==> src/pkg/audio_cfg_pkg.sv <==
// Register map, field layout and framing constants of the audio serial configuration block
package audio_cfg_pkg;
  // ****************************************
  // Bus geometry
  // ****************************************
  localparam int ADDR_W = 8;
  localparam int DATA_W = 32;
  localparam logic [ADDR_W-1:0] OFS_AUDIO_CONTROL = 8'h1C;
  localparam logic [ADDR_W-1:0] OFS_AUDIO_CLOCK_PRESCALER = 8'h20;
  localparam logic [ADDR_W-1:0] OFS_QUAD_WIRE_CONTROL = 8'h80;

  // ****************************************
  // Reset values and writable masks
  // ****************************************
  localparam logic [11:0] CTL_RESET = 12'h000;
  localparam logic [11:0] CTL_WMASK = 12'hFBF;
  localparam logic [11:0] CTL_MODE_BIT = 12'h800;
  localparam logic [9:0] PSC_RESET = 10'h002;
  localparam logic [2:0] QCTL_RESET = 3'h0;

  // ****************************************
  // Field positions
  // ****************************************
  localparam int CTL_MODE_SEL = 11;
  localparam int CTL_ENABLE = 10;
  localparam int CTL_ROLE_LSB = 8;
  localparam int CTL_PCM_LONG = 7;
  localparam int CTL_STD_LSB = 4;
  localparam int CTL_IDLE_LVL = 3;
  localparam int CTL_WIDTH_LSB = 1;
  localparam int CTL_CHAN = 0;
  localparam int PSC_MCK_OE = 9;
  localparam int PSC_ODD = 8;
  localparam int PSC_DIV_LSB = 0;
  localparam int Q_DRIVE = 2;
  localparam int Q_READ = 1;
  localparam int Q_EN = 0;

  // ****************************************
  // Encodings
  // ****************************************
  typedef enum logic [1:0] {
    ROLE_SLAVE_TX = 2'h0,
    ROLE_SLAVE_RX = 2'h1,
    ROLE_MASTER_TX = 2'h2,
    ROLE_MASTER_RX = 2'h3
  } role_t;
  typedef enum logic [1:0] {
    STD_PHILIPS = 2'h0,
    STD_MSB = 2'h1,
    STD_LSB = 2'h2,
    STD_PCM = 2'h3
  } std_t;
  typedef enum logic [1:0] {
    WID_16 = 2'h0,
    WID_24 = 2'h1,
    WID_32 = 2'h2,
    WID_RSVD = 2'h3
  } width_t;

  // ****************************************
  // Bit counts
  // ****************************************
  localparam logic [5:0] BITS_16 = 6'h10;
  localparam logic [5:0] BITS_24 = 6'h18;
  localparam logic [5:0] BITS_32 = 6'h20;
  localparam logic [5:0] FRAME_LAST_16 = 6'h1F;
  localparam logic [5:0] FRAME_LAST_32 = 6'h3F;
  localparam logic [5:0] PCM_LONG_BITS = 6'h0D;
  localparam int FIFO_WIDTH = 32;
  localparam int FIFO_DEPTH = 16;
  localparam int FIFO_AW = 4;
endpackage

==> src/design/serial_audio_quad_config.sv <==
// Audio serial configuration registers, clock generation, framing and sample FIFO
//
// Functional notes
// - Bit 11 picks serial port or audio mode; write ignored while either is enabled.
// - Bit 10 enables audio function; no effect while serial port mode selected.
// - Role field: slave tx, slave rx, master tx, master rx.
// - PCM sync bit picks short or long frame pulse, PCM framing only.
// - Framing field: Philips, MSB-justified, LSB-justified, PCM.
// - Polarity bit sets the idle level of the bit clock.
// - Sample width field: 16, 24, 32 bits, code 3 reserved.
// - Channel bit picks 16 or 32 bits; never shorter than the sample.
// - Prescaler bit 9 enables the master clock pin driver.
// - Divider ratio is twice the factor plus the odd bit.
// - Drive bit forces lines three and four high in single-wire mode.
// - Quad direction bit selects quad write or quad read.
// - Quad enable bit selects single-wire or four-line mode.
// - Quad register exists only in the first instance.
//
// Decided for this implementation: register access over APB.
`timescale 1ns/1ps

// ****************************************
// Sample FIFO
// ****************************************
module audio_sample_fifo #(
  parameter int WIDTH = 32,
  parameter int DEPTH = 16,
  parameter int AW = 4
) (
  input wire logic clk,
  input wire logic rst_n,
  input wire logic [WIDTH-1:0] in_data,
  input wire logic in_valid,
  output logic in_ready,
  output logic [WIDTH-1:0] out_data,
  input wire logic out_ready,
  output logic out_valid
);
  logic [WIDTH-1:0] mem [DEPTH];
  logic [AW-1:0] wr_ptr_ff;
  logic [AW-1:0] rd_ptr_ff;
  logic [AW:0] count_ff;
  logic room_ff;
  logic empty_ff;
  logic push;
  logic pop;
  logic [AW:0] nxt_count;

  // Handshakes and occupancy
  assign push = in_valid & room_ff;
  assign pop = out_ready & ~empty_ff;
  assign nxt_count = count_ff + (AW+1)'(push) - (AW+1)'(pop);
  assign in_ready = room_ff; // Straight from a flop
  assign out_valid = ~empty_ff;
  assign out_data = mem[rd_ptr_ff];

  // Storage
  always_ff @(posedge clk) begin
    if (push) begin
      mem[wr_ptr_ff] <= in_data;
    end
  end

  // Pointers and flags
  always_ff @(posedge clk or negedge rst_n) begin
    if (!rst_n) begin
      wr_ptr_ff <= '0;
      rd_ptr_ff <= '0;
      count_ff <= '0;
      room_ff <= 1'b1;
      empty_ff <= 1'b1;
    end else begin
      wr_ptr_ff <= wr_ptr_ff + AW'(push);
      rd_ptr_ff <= rd_ptr_ff + AW'(pop);
      count_ff <= nxt_count;
      room_ff <= (nxt_count != (AW+1)'(DEPTH));
      empty_ff <= (nxt_count == '0);
    end
  end
endmodule // audio_sample_fifo

// ****************************************
// Top level
// ****************************************
module serial_audio_quad_config #(
  parameter bit FIRST_INSTANCE = 1'b1
) (
  input wire logic pclk,
  input wire logic presetn,
  input wire logic psel,
  input wire logic penable,
  input wire logic pwrite,
  input wire logic [audio_cfg_pkg::ADDR_W-1:0] paddr,
  input wire logic [audio_cfg_pkg::DATA_W-1:0] pwdata,
  output logic [audio_cfg_pkg::DATA_W-1:0] prdata,
  output logic pready,
  output logic pslverr,
  input wire logic serial_port_enable,
  input wire logic [audio_cfg_pkg::FIFO_WIDTH-1:0] sample_data,
  input wire logic sample_valid,
  output logic sample_ready,
  input wire logic ext_bit_clock_in,
  input wire logic ext_word_select_in,
  input wire logic serial_data_in,
  output logic audio_bit_clock,
  output logic audio_bit_clock_oe,
  output logic word_select,
  output logic word_select_oe,
  output logic serial_data_out,
  output logic serial_data_oe,
  output logic audio_master_clock,
  output logic audio_master_clock_oe,
  output logic [1:0] upper_lines_out,
  output logic [1:0] upper_lines_oe,
  output logic quad_enable,
  output logic quad_read_select,
  output logic [audio_cfg_pkg::FIFO_WIDTH-1:0] rx_sample,
  output logic rx_valid
);
  import audio_cfg_pkg::*;

  logic [11:0] ctl_ff;
  logic [9:0] psc_ff;
  logic [2:0] qctl_ff;
  logic [DATA_W-1:0] prdata_ff;
  logic pready_ff;
  logic pslverr_ff;
  logic [8:0] div_cnt_ff;
  logic mck_ff;
  logic mck_oe_ff;
  logic bck_int_ff;
  logic bck_prev_ff;
  logic bck_oe_ff;
  logic ws_ff;
  logic ws_prev_ff;
  logic sd_ff;
  logic sd_oe_ff;
  logic [5:0] bit_cnt_ff;
  logic [FIFO_WIDTH-1:0] cur_word_ff;
  logic [FIFO_WIDTH-1:0] rx_shift_ff;
  logic [FIFO_WIDTH-1:0] rx_sample_ff;
  logic rx_valid_ff;
  logic [1:0] upper_ff;

  // ****************************************
  // APB decode
  // ****************************************
  logic setup;
  logic hit_ctl;
  logic hit_psc;
  logic hit_q;
  logic hit_any;
  logic wr_acc;
  logic mode_lock;
  logic [11:0] wdata_ctl;
  logic [DATA_W-1:0] rd_mux;

  // Address match and read mux
  assign setup = psel & ~penable;
  assign hit_ctl = (paddr == OFS_AUDIO_CONTROL);
  assign hit_psc = (paddr == OFS_AUDIO_CLOCK_PRESCALER);
  assign hit_q = (paddr == OFS_QUAD_WIRE_CONTROL) & FIRST_INSTANCE;
  assign hit_any = hit_ctl | hit_psc | hit_q;
  assign wr_acc = psel & penable & pready_ff & pwrite & hit_any;
  assign rd_mux = hit_ctl ? {20'h00000, ctl_ff} :
                  hit_psc ? {22'h000000, psc_ff} :
                  hit_q ? {29'h00000000, qctl_ff} : 32'h00000000;
  // Mode bit frozen while either function is on
  assign mode_lock = ctl_ff[CTL_ENABLE] | serial_port_enable;
  assign wdata_ctl = (pwdata[11:0] & CTL_WMASK & ~CTL_MODE_BIT) |
                     ((mode_lock ? ctl_ff : pwdata[11:0]) & CTL_MODE_BIT);

  // Zero-wait answer registered in the setup cycle
  always_ff @(posedge pclk or negedge presetn) begin
    if (!presetn) begin
      pready_ff <= 1'b0;
      pslverr_ff <= 1'b0;
      prdata_ff <= '0;
    end else begin
      pready_ff <= setup;
      pslverr_ff <= setup & ~hit_any;
      prdata_ff <= (setup & ~pwrite) ? rd_mux : '0;
    end
  end

  // Register writes
  always_ff @(posedge pclk or negedge presetn) begin
    if (!presetn) begin
      ctl_ff <= CTL_RESET;
      psc_ff <= PSC_RESET;
      qctl_ff <= QCTL_RESET;
    end else if (wr_acc) begin
      if (hit_ctl) begin
        ctl_ff <= wdata_ctl;
      end
      if (hit_psc) begin
        psc_ff <= pwdata[9:0];
      end
      if (hit_q) begin
        qctl_ff <= pwdata[2:0];
      end
    end
  end

  // ****************************************
  // Field decode
  // ****************************************
  logic active;
  logic master;
  logic tx_role;
  role_t role;
  std_t std;
  width_t width;
  logic pcm_long;
  logic idle_lvl;
  logic chan32;
  logic [5:0] chan_bits;
  logic [5:0] samp_bits;
  logic [5:0] frame_last;
  logic [5:0] lsb_off;
  logic [8:0] ratio;

  // Settings used by the engine
  assign active = ctl_ff[CTL_MODE_SEL] & ctl_ff[CTL_ENABLE];
  assign role = role_t'(ctl_ff[CTL_ROLE_LSB +: 2]);
  assign master = (role == ROLE_MASTER_TX) | (role == ROLE_MASTER_RX);
  assign tx_role = (role == ROLE_SLAVE_TX) | (role == ROLE_MASTER_TX);
  assign std = std_t'(ctl_ff[CTL_STD_LSB +: 2]);
  assign pcm_long = ctl_ff[CTL_PCM_LONG];
  assign idle_lvl = ctl_ff[CTL_IDLE_LVL];
  assign width = width_t'(ctl_ff[CTL_WIDTH_LSB +: 2]);
  assign samp_bits = (width == WID_16) ? BITS_16 : (width == WID_24) ? BITS_24 : BITS_32;
  assign chan32 = ctl_ff[CTL_CHAN] | (width != WID_16);
  assign chan_bits = chan32 ? BITS_32 : BITS_16;
  assign frame_last = chan32 ? FRAME_LAST_32 : FRAME_LAST_16;
  assign lsb_off = (std == STD_LSB) ? (chan_bits - samp_bits) : 6'h00;
  assign ratio = {psc_ff[PSC_DIV_LSB +: 8], 1'b0} + {8'h00, psc_ff[PSC_ODD]};

  // ****************************************
  // Clock generation
  // ****************************************
  logic wrap;
  logic bck_now;
  logic bck_edge;
  logic shift_edge;
  logic sample_edge;

  // Divider wraps every ratio cycles
  assign wrap = active & master & (div_cnt_ff == ratio - 9'h001);
  assign bck_now = master ? bck_int_ff : ext_bit_clock_in;
  assign bck_edge = active & (bck_now ^ bck_prev_ff);
  assign shift_edge = bck_edge & (bck_now == idle_lvl);
  assign sample_edge = bck_edge & (bck_now != idle_lvl);

  // Divider, master clock and bit clock
  always_ff @(posedge pclk or negedge presetn) begin
    if (!presetn) begin
      div_cnt_ff <= 9'h000;
      mck_ff <= 1'b0;
      mck_oe_ff <= 1'b0;
      bck_int_ff <= 1'b0;
      bck_prev_ff <= 1'b0;
      bck_oe_ff <= 1'b0;
    end else begin
      div_cnt_ff <= (!active | !master | wrap) ? 9'h000 : div_cnt_ff + 9'h001;
      mck_ff <= active & master & (div_cnt_ff < {1'b0, psc_ff[PSC_DIV_LSB +: 8]});
      mck_oe_ff <= active & psc_ff[PSC_MCK_OE];
      bck_int_ff <= (!active | !master) ? idle_lvl : (wrap ? ~bck_int_ff : bck_int_ff);
      bck_prev_ff <= bck_now;
      bck_oe_ff <= active & master;
    end
  end

  // ****************************************
  // Framing
  // ****************************************
  logic slv_ws_chg;
  logic [5:0] nxt_bit_cnt;
  logic [5:0] ahead;
  logic [5:0] nxt_pos;
  logic [5:0] cur_pos;
  logic [5:0] dpos;
  logic [5:0] dpos_rx;
  logic [5:0] bit_idx;
  logic new_chan;
  logic pop;
  logic fifo_valid;
  logic [FIFO_WIDTH-1:0] fifo_data;
  logic [FIFO_WIDTH-1:0] word_now;
  logic nxt_ws;
  logic nxt_sd;
  logic rx_take;
  logic rx_end;
  logic [FIFO_WIDTH-1:0] nxt_rx_shift;

  // Slave follows the partner's word select, except in PCM framing
  assign slv_ws_chg = !master & (ext_word_select_in != ws_prev_ff) & (std != STD_PCM);
  assign nxt_bit_cnt = slv_ws_chg ? (ext_word_select_in ? chan_bits : 6'h00) :
                       (bit_cnt_ff == frame_last) ? 6'h00 : bit_cnt_ff + 6'h01;
  assign nxt_pos = chan32 ? {1'b0, nxt_bit_cnt[4:0]} : {2'h0, nxt_bit_cnt[3:0]};
  assign cur_pos = chan32 ? {1'b0, bit_cnt_ff[4:0]} : {2'h0, bit_cnt_ff[3:0]};
  // Philips moves word select one bit ahead of the MSB
  assign ahead = (std == STD_PHILIPS) ? nxt_bit_cnt + 6'h01 : nxt_bit_cnt;
  assign nxt_ws = (std == STD_PCM) ?
                  (pcm_long ? (nxt_bit_cnt < PCM_LONG_BITS) : (nxt_bit_cnt == 6'h00)) :
                  (chan32 ? ahead[5] : ahead[4]);
  // Data bit for the coming slot
  assign new_chan = shift_edge & (nxt_pos == 6'h00);
  assign pop = new_chan & tx_role;
  assign word_now = new_chan ? (fifo_valid ? fifo_data : '0) : cur_word_ff;
  assign dpos = nxt_pos - lsb_off;
  assign bit_idx = samp_bits - 6'h01 - dpos;
  assign nxt_sd = (dpos < samp_bits) & word_now[bit_idx[4:0]];
  // Receive capture
  assign dpos_rx = cur_pos - lsb_off;
  assign rx_take = sample_edge & !tx_role;
  assign rx_end = rx_take & (cur_pos == chan_bits - 6'h01);
  assign nxt_rx_shift = (dpos_rx < samp_bits) ? {rx_shift_ff[FIFO_WIDTH-2:0], serial_data_in} :
                        rx_shift_ff;

  // Bit counter, word select and data out
  always_ff @(posedge pclk or negedge presetn) begin
    if (!presetn) begin
      bit_cnt_ff <= FRAME_LAST_32;
      ws_ff <= 1'b0;
      ws_prev_ff <= 1'b0;
      sd_ff <= 1'b0;
      sd_oe_ff <= 1'b0;
      cur_word_ff <= '0;
    end else if (!active) begin
      bit_cnt_ff <= frame_last;
      ws_ff <= 1'b0;
      ws_prev_ff <= ext_word_select_in;
      sd_ff <= 1'b0;
      sd_oe_ff <= 1'b0;
      cur_word_ff <= '0;
    end else begin
      sd_oe_ff <= tx_role;
      if (shift_edge) begin
        bit_cnt_ff <= nxt_bit_cnt;
        ws_ff <= master & nxt_ws;
        ws_prev_ff <= ext_word_select_in;
        sd_ff <= tx_role & nxt_sd;
        cur_word_ff <= word_now;
      end
    end
  end

  // Receive word assembly
  always_ff @(posedge pclk or negedge presetn) begin
    if (!presetn) begin
      rx_shift_ff <= '0;
      rx_sample_ff <= '0;
      rx_valid_ff <= 1'b0;
    end else begin
      rx_valid_ff <= rx_end;
      if (rx_end) begin
        rx_sample_ff <= nxt_rx_shift;
        rx_shift_ff <= '0;
      end else if (rx_take) begin
        rx_shift_ff <= nxt_rx_shift;
      end
    end
  end

  // Quad line drivers
  always_ff @(posedge pclk or negedge presetn) begin
    if (!presetn) begin
      upper_ff <= 2'h0;
    end else begin
      upper_ff <= {2{FIRST_INSTANCE & qctl_ff[Q_DRIVE] & ~qctl_ff[Q_EN]}};
    end
  end

  // ****************************************
  // FIFO instance
  // ****************************************
  audio_sample_fifo #(
    .WIDTH(FIFO_WIDTH),
    .DEPTH(FIFO_DEPTH),
    .AW(FIFO_AW)
  ) u_fifo (
    .clk(pclk),
    .rst_n(presetn),
    .in_data(sample_data),
    .in_valid(sample_valid),
    .in_ready(sample_ready),
    .out_data(fifo_data),
    .out_ready(pop),
    .out_valid(fifo_valid)
  );

  // ****************************************
  // Outputs
  // ****************************************
  assign prdata = prdata_ff;
  assign pready = pready_ff;
  assign pslverr = pslverr_ff;
  assign audio_bit_clock = bck_int_ff;
  assign audio_bit_clock_oe = bck_oe_ff;
  assign word_select = ws_ff;
  assign word_select_oe = bck_oe_ff;
  assign serial_data_out = sd_ff;
  assign serial_data_oe = sd_oe_ff;
  assign audio_master_clock = mck_ff;
  assign audio_master_clock_oe = mck_oe_ff;
  assign upper_lines_out = upper_ff;
  assign upper_lines_oe = upper_ff;
  assign quad_enable = qctl_ff[Q_EN];
  assign quad_read_select = qctl_ff[Q_READ];
  assign rx_sample = rx_sample_ff;
  assign rx_valid = rx_valid_ff;

  // ****************************************
  // Assertions
  // ****************************************
  property p_mode_lock;
    @(posedge pclk) disable iff (!presetn)
    (wr_acc & hit_ctl & mode_lock) |=> (ctl_ff[CTL_MODE_SEL] == $past(ctl_ff[CTL_MODE_SEL]));
  endproperty
  a_mode_lock: assert property (p_mode_lock) else $error("mode bit changed while locked");

  property p_disabled_quiet;
    @(posedge pclk) disable iff (!presetn)
    !active |=> (!word_select_oe && !serial_data_oe && !audio_bit_clock_oe);
  endproperty
  a_disabled_quiet: assert property (p_disabled_quiet) else $error("pins driven while off");

  property p_role_drive;
    @(posedge pclk) disable iff (!presetn)
    active |=> (serial_data_oe == !$past(ctl_ff[CTL_ROLE_LSB]));
  endproperty
  a_role_drive: assert property (p_role_drive) else $error("data driver wrong for role");

  property p_pcm_short;
    @(posedge pclk) disable iff (!presetn)
    (shift_edge & master & (std == STD_PCM) & !pcm_long & (nxt_bit_cnt != 6'h00))
      |=> !word_select;
  endproperty
  a_pcm_short: assert property (p_pcm_short) else $error("short sync too long");

  property p_idle_level;
    @(posedge pclk) disable iff (!presetn)
    (!active ##1 !active) |-> (audio_bit_clock == $past(idle_lvl));
  endproperty
  a_idle_level: assert property (p_idle_level) else $error("bit clock not at idle level");

  property p_chan_width;
    @(posedge pclk) disable iff (!presetn)
    (width != WID_16) |-> (chan_bits == BITS_32);
  endproperty
  a_chan_width: assert property (p_chan_width) else $error("channel shorter than sample");

  property p_mck_oe;
    @(posedge pclk) disable iff (!presetn)
    1'b1 |=> (audio_master_clock_oe == ($past(active) & $past(psc_ff[PSC_MCK_OE])));
  endproperty
  a_mck_oe: assert property (p_mck_oe) else $error("master clock enable wrong");

  property p_div_ratio;
    @(posedge pclk) disable iff (!presetn)
    (wrap & (ratio == 9'h005)) |=> (!wrap [*4]) ##1 (wrap | !active | !master);
  endproperty
  a_div_ratio: assert property (p_div_ratio) else $error("divider period wrong");

  property p_upper_drive;
    @(posedge pclk) disable iff (!presetn)
    (qctl_ff[Q_DRIVE] & !qctl_ff[Q_EN] & FIRST_INSTANCE) |=> (upper_lines_oe == 2'h3);
  endproperty
  a_upper_drive: assert property (p_upper_drive) else $error("upper lines not driven");

  property p_no_quad;
    @(posedge pclk) disable iff (!presetn)
    !FIRST_INSTANCE |-> (!quad_enable && !quad_read_select && upper_lines_oe == 2'h0);
  endproperty
  a_no_quad: assert property (p_no_quad) else $error("quad active in other instance");

  property p_slave_clock;
    @(posedge pclk) disable iff (!presetn)
    (active & !master) |=> !audio_bit_clock_oe;
  endproperty
  a_slave_clock: assert property (p_slave_clock) else $error("slave drives bit clock");
endmodule // serial_audio_quad_config

==> config.mk <==
export PLATFORM = sky130hd
export DESIGN_NAME = serial_audio_quad_config
export DESIGN_NICKNAME = d
export VERILOG_FILES = /design/src/pkg/audio_cfg_pkg.sv /design/src/design/serial_audio_quad_config.sv
export SDC_FILE = /design/constraint.sdc
export NUM_CORES = 1
export LEC_CHECK = 0
export BUFFER_PORTS_ARGS = -buffer_cell sky130_fd_sc_hd__buf_2
export CORE_ASPECT_RATIO = 1.75
export CORE_MARGIN = 4
export CORE_UTILIZATION = 45
export DETAILED_ROUTE_END_ITERATION = 16
export GPL_TIMING_DRIVEN = 0
export HOLD_SLACK_MARGIN = 0.12
export SYNTH_ARGS = -nofsm -noshare
export SYNTH_HDL_FRONTEND = slang
export SYNTH_HIERARCHICAL = 1
export SYNTH_SLANG_ARGS = --single-unit
==> constraint.sdc <==
create_clock -name pclk -period 10.2 [get_ports pclk]
set_input_delay 1.02 -clock pclk [delete_from_list [all_inputs] [get_ports pclk]]
set_output_delay 1.02 -clock pclk [all_outputs]
set_load 0.01 [all_outputs]
==> flow_metrics.tcl <==
set metrics [dict create \
    relSlewSlack 0.326 \
    drc 0 \
    die_y_um 339 \
    nets 2081 \
    row_count 121 \
    ys_top_cells_by_count "512 x edfxtp_1, 172 x mux2i_1, 166 x dfrtp_1, 116 x nand2_1, 85 x o21ai_0" \
    worst_slew_pin_slew_ps 1010 \
    r2r_end "serial_data_out$_DFFE_PN0P_" \
    peakVddDrop_uv 154 \
    dieArea_um2 66800 \
    cts_root_buf "clkbuf_16" \
    wl_met2_um 37700 \
    clock_path_buffers 3 \
    highest_layer "met5" \
    cp_slowest_stage_delay_ps 530 \
    io_buffers 123 \
    grt_pass1_wl_um 103000 \
    cts.sinks 687 \
    vias_per_cell 5.70 \
    hold_path_class "in -> async" \
    cts-resized-gates 0 \
    rr_worst_depth 17 \
    grt_start_max_net_pins 91 \
    cts_tree "yes" \
    synth.cell_area_um2 28200 \
    antenna_left 0 \
    cts_setup_buffers 0 \
    synthMostInstantiatedCell "edfxtp_1" \
    routabilityCongestion 0.856 \
    fin_util 0.522 \
    p_per_area_nw_per_um2 189 \
    fin_skew_ps 13.7 \
    seq_area_frac_synth 0.702 \
    worstPathArrival_ps 5200 \
    fp.dieW_um 197 \
    crit_path_top_delay_cell "dfstp_2" \
    fin_crit_ps 4640 \
    drv_cap 0 \
    worst_skew_pair.late_latency_ps 640 \
    async_flop_share 0.255 \
    setup_viol 0 \
    num_vias 16083 \
    synth_cell_types 70 \
    antenna_found_initial 3 \
    finalWirelength_um 68100 \
    dr_wl_met3_um 3100 \
    syn_inst 1739 \
    cp-start-kind "flop" \
    areaGrowthSynthToFinish_pct 15.1 \
    wl_per_cell_um 24.1 \
    yosys.area.top_type "edfxtp_1" \
    synthTopCellsByArea "edfxtp_1 55%, dfrtp_1 15%, mux2i_1 6.1%, mux4_2 5.0%, a221oi_1 2.0%" \
    drive_gt1_frac 0.209 \
    initial_utilization 0.454 \
    cts-htree-levels 2 \
    rsz0062_at_grt "no" \
    yosys_warnings 6 \
    dr.first_iter.drc_count 1025 \
    finalCritPeriodShare 0.455 \
    maxSlewViolCount 0 \
    grt-ovfl-total 0 \
    tns_ps 0 \
    postSynthRegisterBits 687 \
    syn_area_per_cell_um2 16.2 \
    max_freq_mhz 215 \
    place_hpwl_um 47800 \
    wl_met1_um 24800 \
    core_um2 62100 \
    leakage_nw 11.7 \
    synth_edf_count 512 \
    status "finished, final reports clean" \
    synth_flop_cell "edfxtp_1" \
    io_pins 164 \
    first_pass_iters 9 \
    synth_top_area_frac 0.546 \
    track_usage 0.201 \
    hold_buffers 0 \
    path_clk_slew_ps 70 \
    r2r_slack_ps 5560 \
    critical_path_class "reg -> reg" \
    worstPathCellList "clkbuf_1 > nand3_1 > xnor2_1 > nor3_1 > inv_1 > ha_1 > inv_1 > fa_1 > ha_1 > nor2b_1 > o21ai_0 > nand2_1 > or3_4 > or4_1 > o32ai_1 > a31oi_1 > o21ai_1" \
    grt_pass1_vias 16927 \
    cts_buffers 60 \
    r2r-start "bit_cnt_ff[0]$_DFFE_PN1P_" \
    fill_cells 5087 \
    critPathCaptureType "flop" \
    crit_fanout 10 \
    finalHoldViolations 0 \
    required_ps 10760 \
]
[logic make-up (layout without fill, tap and decap cells)]
kind of cell,count (synthesis),after routing,synth area share
flip-flops,687,687,0.702
AND/OR/NAND/NOR,280,280,0.0460
adder cells (fa/ha/maj),27,27,0.0128
XOR/XNOR,35,35,0.0109
buffers and inverters,145,407,0.0281
AO/OA/AOI/OAI,309,309,0.0797
multiplexers,255,255,0.120
other,1,21,0.000133
[per-layer routing]
layer  up-vias  GRT usage
li1       7230          -
met1      8228      0.228
met2       489      0.383
met3       132     0.0279
met4         4     0.0707
met5         -          0
[through the flow]
stage | cell area [um2] | setup slack [ps] | cells | hold WS (ps) | total power, mW
final | 32400 | 5560 | 2820 | 394 | 6.12
after global routing | 32400 | 5220 | 2819 | 437 | 6.35
after CTS | 32400 | 5560 | 2819 | 405 | 6.19
after detailed placement | 30500 | 5270 | 2709 | 470 | 3.96
after global placement | 29800 | 2750 | 2680 | 460 | 3.86
after floorplan | 28200 | 5800 | 1758 | 462 | 3.65
[critical path, delay by kind of cell, from the launching register on]
kind	cells	cell delay (ps)
AND/OR/NAND/NOR	6	1630
adder cells (fa/ha/maj)	3	970
buffers and inverters	3	690
AO/OA/AOI/OAI	4	560
flip-flops	1	530
XOR/XNOR	1	180
[state kept, by name (all words and copies together), names as in the netlist, 3 cells and up]
| signal | count |
|---|---|
| u_fifo/mem | 512 |
| cur_word_ff | 32 |
| rx_sample | 32 |
| rx_shift_ff | 32 |
| prdata | 12 |
| ctl_ff | 11 |
| psc_ff | 10 |
| div_cnt_ff | 9 |
| bit_cnt_ff | 6 |
| u_fifo/count_ff | 5 |
| u_fifo/rd_ptr_ff | 4 |
| u_fifo/wr_ptr_ff | 4 |
| qctl_ff | 3 |
[cell usage in the layout, fill, tap and decap left out, types with 10 or more instances in the layout]
master and n:
edfxtp_1 512, mux2i_1 172, dfrtp_1 166, buf_2 140
nand2_1 116, o21ai_0 85, a221oi_1 64, clkbuf_16 62
mux4_2 62, a22o_1 60, clkbuf_1 59, nor2_1 48
a22oi_1 32, inv_1 31, buf_6 30, buf_4 27
nand3_1 24, ha_1 24, xnor2_1 21, conb_1 20
mux2_2 17, a21oi_1 16, xor2_1 14, nor3_1 12
nor2_4 12, a21o_1 11, nor2b_1 10, buf_16 10
[layout make-up]
cell class	count	area [um2]	share of cell area
Clock inverter	36	297	0.00915
Multi-Input combinational cell	926	7780	0.240
Timing Repair Buffer	152	1140	0.0353
Antenna cell	1	2.50	0.0000772
Inverter	31	116	0.00359
Tap cell	799	1000	0.0309
Sequential cell	687	19800	0.610
Buffer	114	676	0.0209
Clock buffer	74	1620	0.0500
[how the worst max path moves through the flow]
stage                                          from                     endpoint  slack, ps  cells past startpoint
after floorplan                  ext_word_select_in  serial_data_out$_DFFE_PN0P_       5800                     16
after global placement                 sample_valid   u_fifo/mem[0][8]$_DFFE_PP_       2750                      4
after detailed placement         ext_word_select_in  serial_data_out$_DFFE_PN0P_       5270                     17
after CTS                 bit_cnt_ff[0]$_DFFE_PN1P_  serial_data_out$_DFFE_PN0P_       5560                     17
after global routing      bit_cnt_ff[0]$_DFFE_PN1P_  serial_data_out$_DFFE_PN0P_       5220                     17
final                     bit_cnt_ff[0]$_DFFE_PN1P_  serial_data_out$_DFFE_PN0P_       5560                     17
[power by group]
group          total (mW)  internal [mW]  switching, mW  leakage (nW)
logic               0.566          0.183          0.382          3.76
clock network        2.23           1.19           1.03         0.936
registers            3.33           3.27         0.0623          6.97
total                6.12           4.64           1.48          11.7
Power figures use the tool's default switching activity.
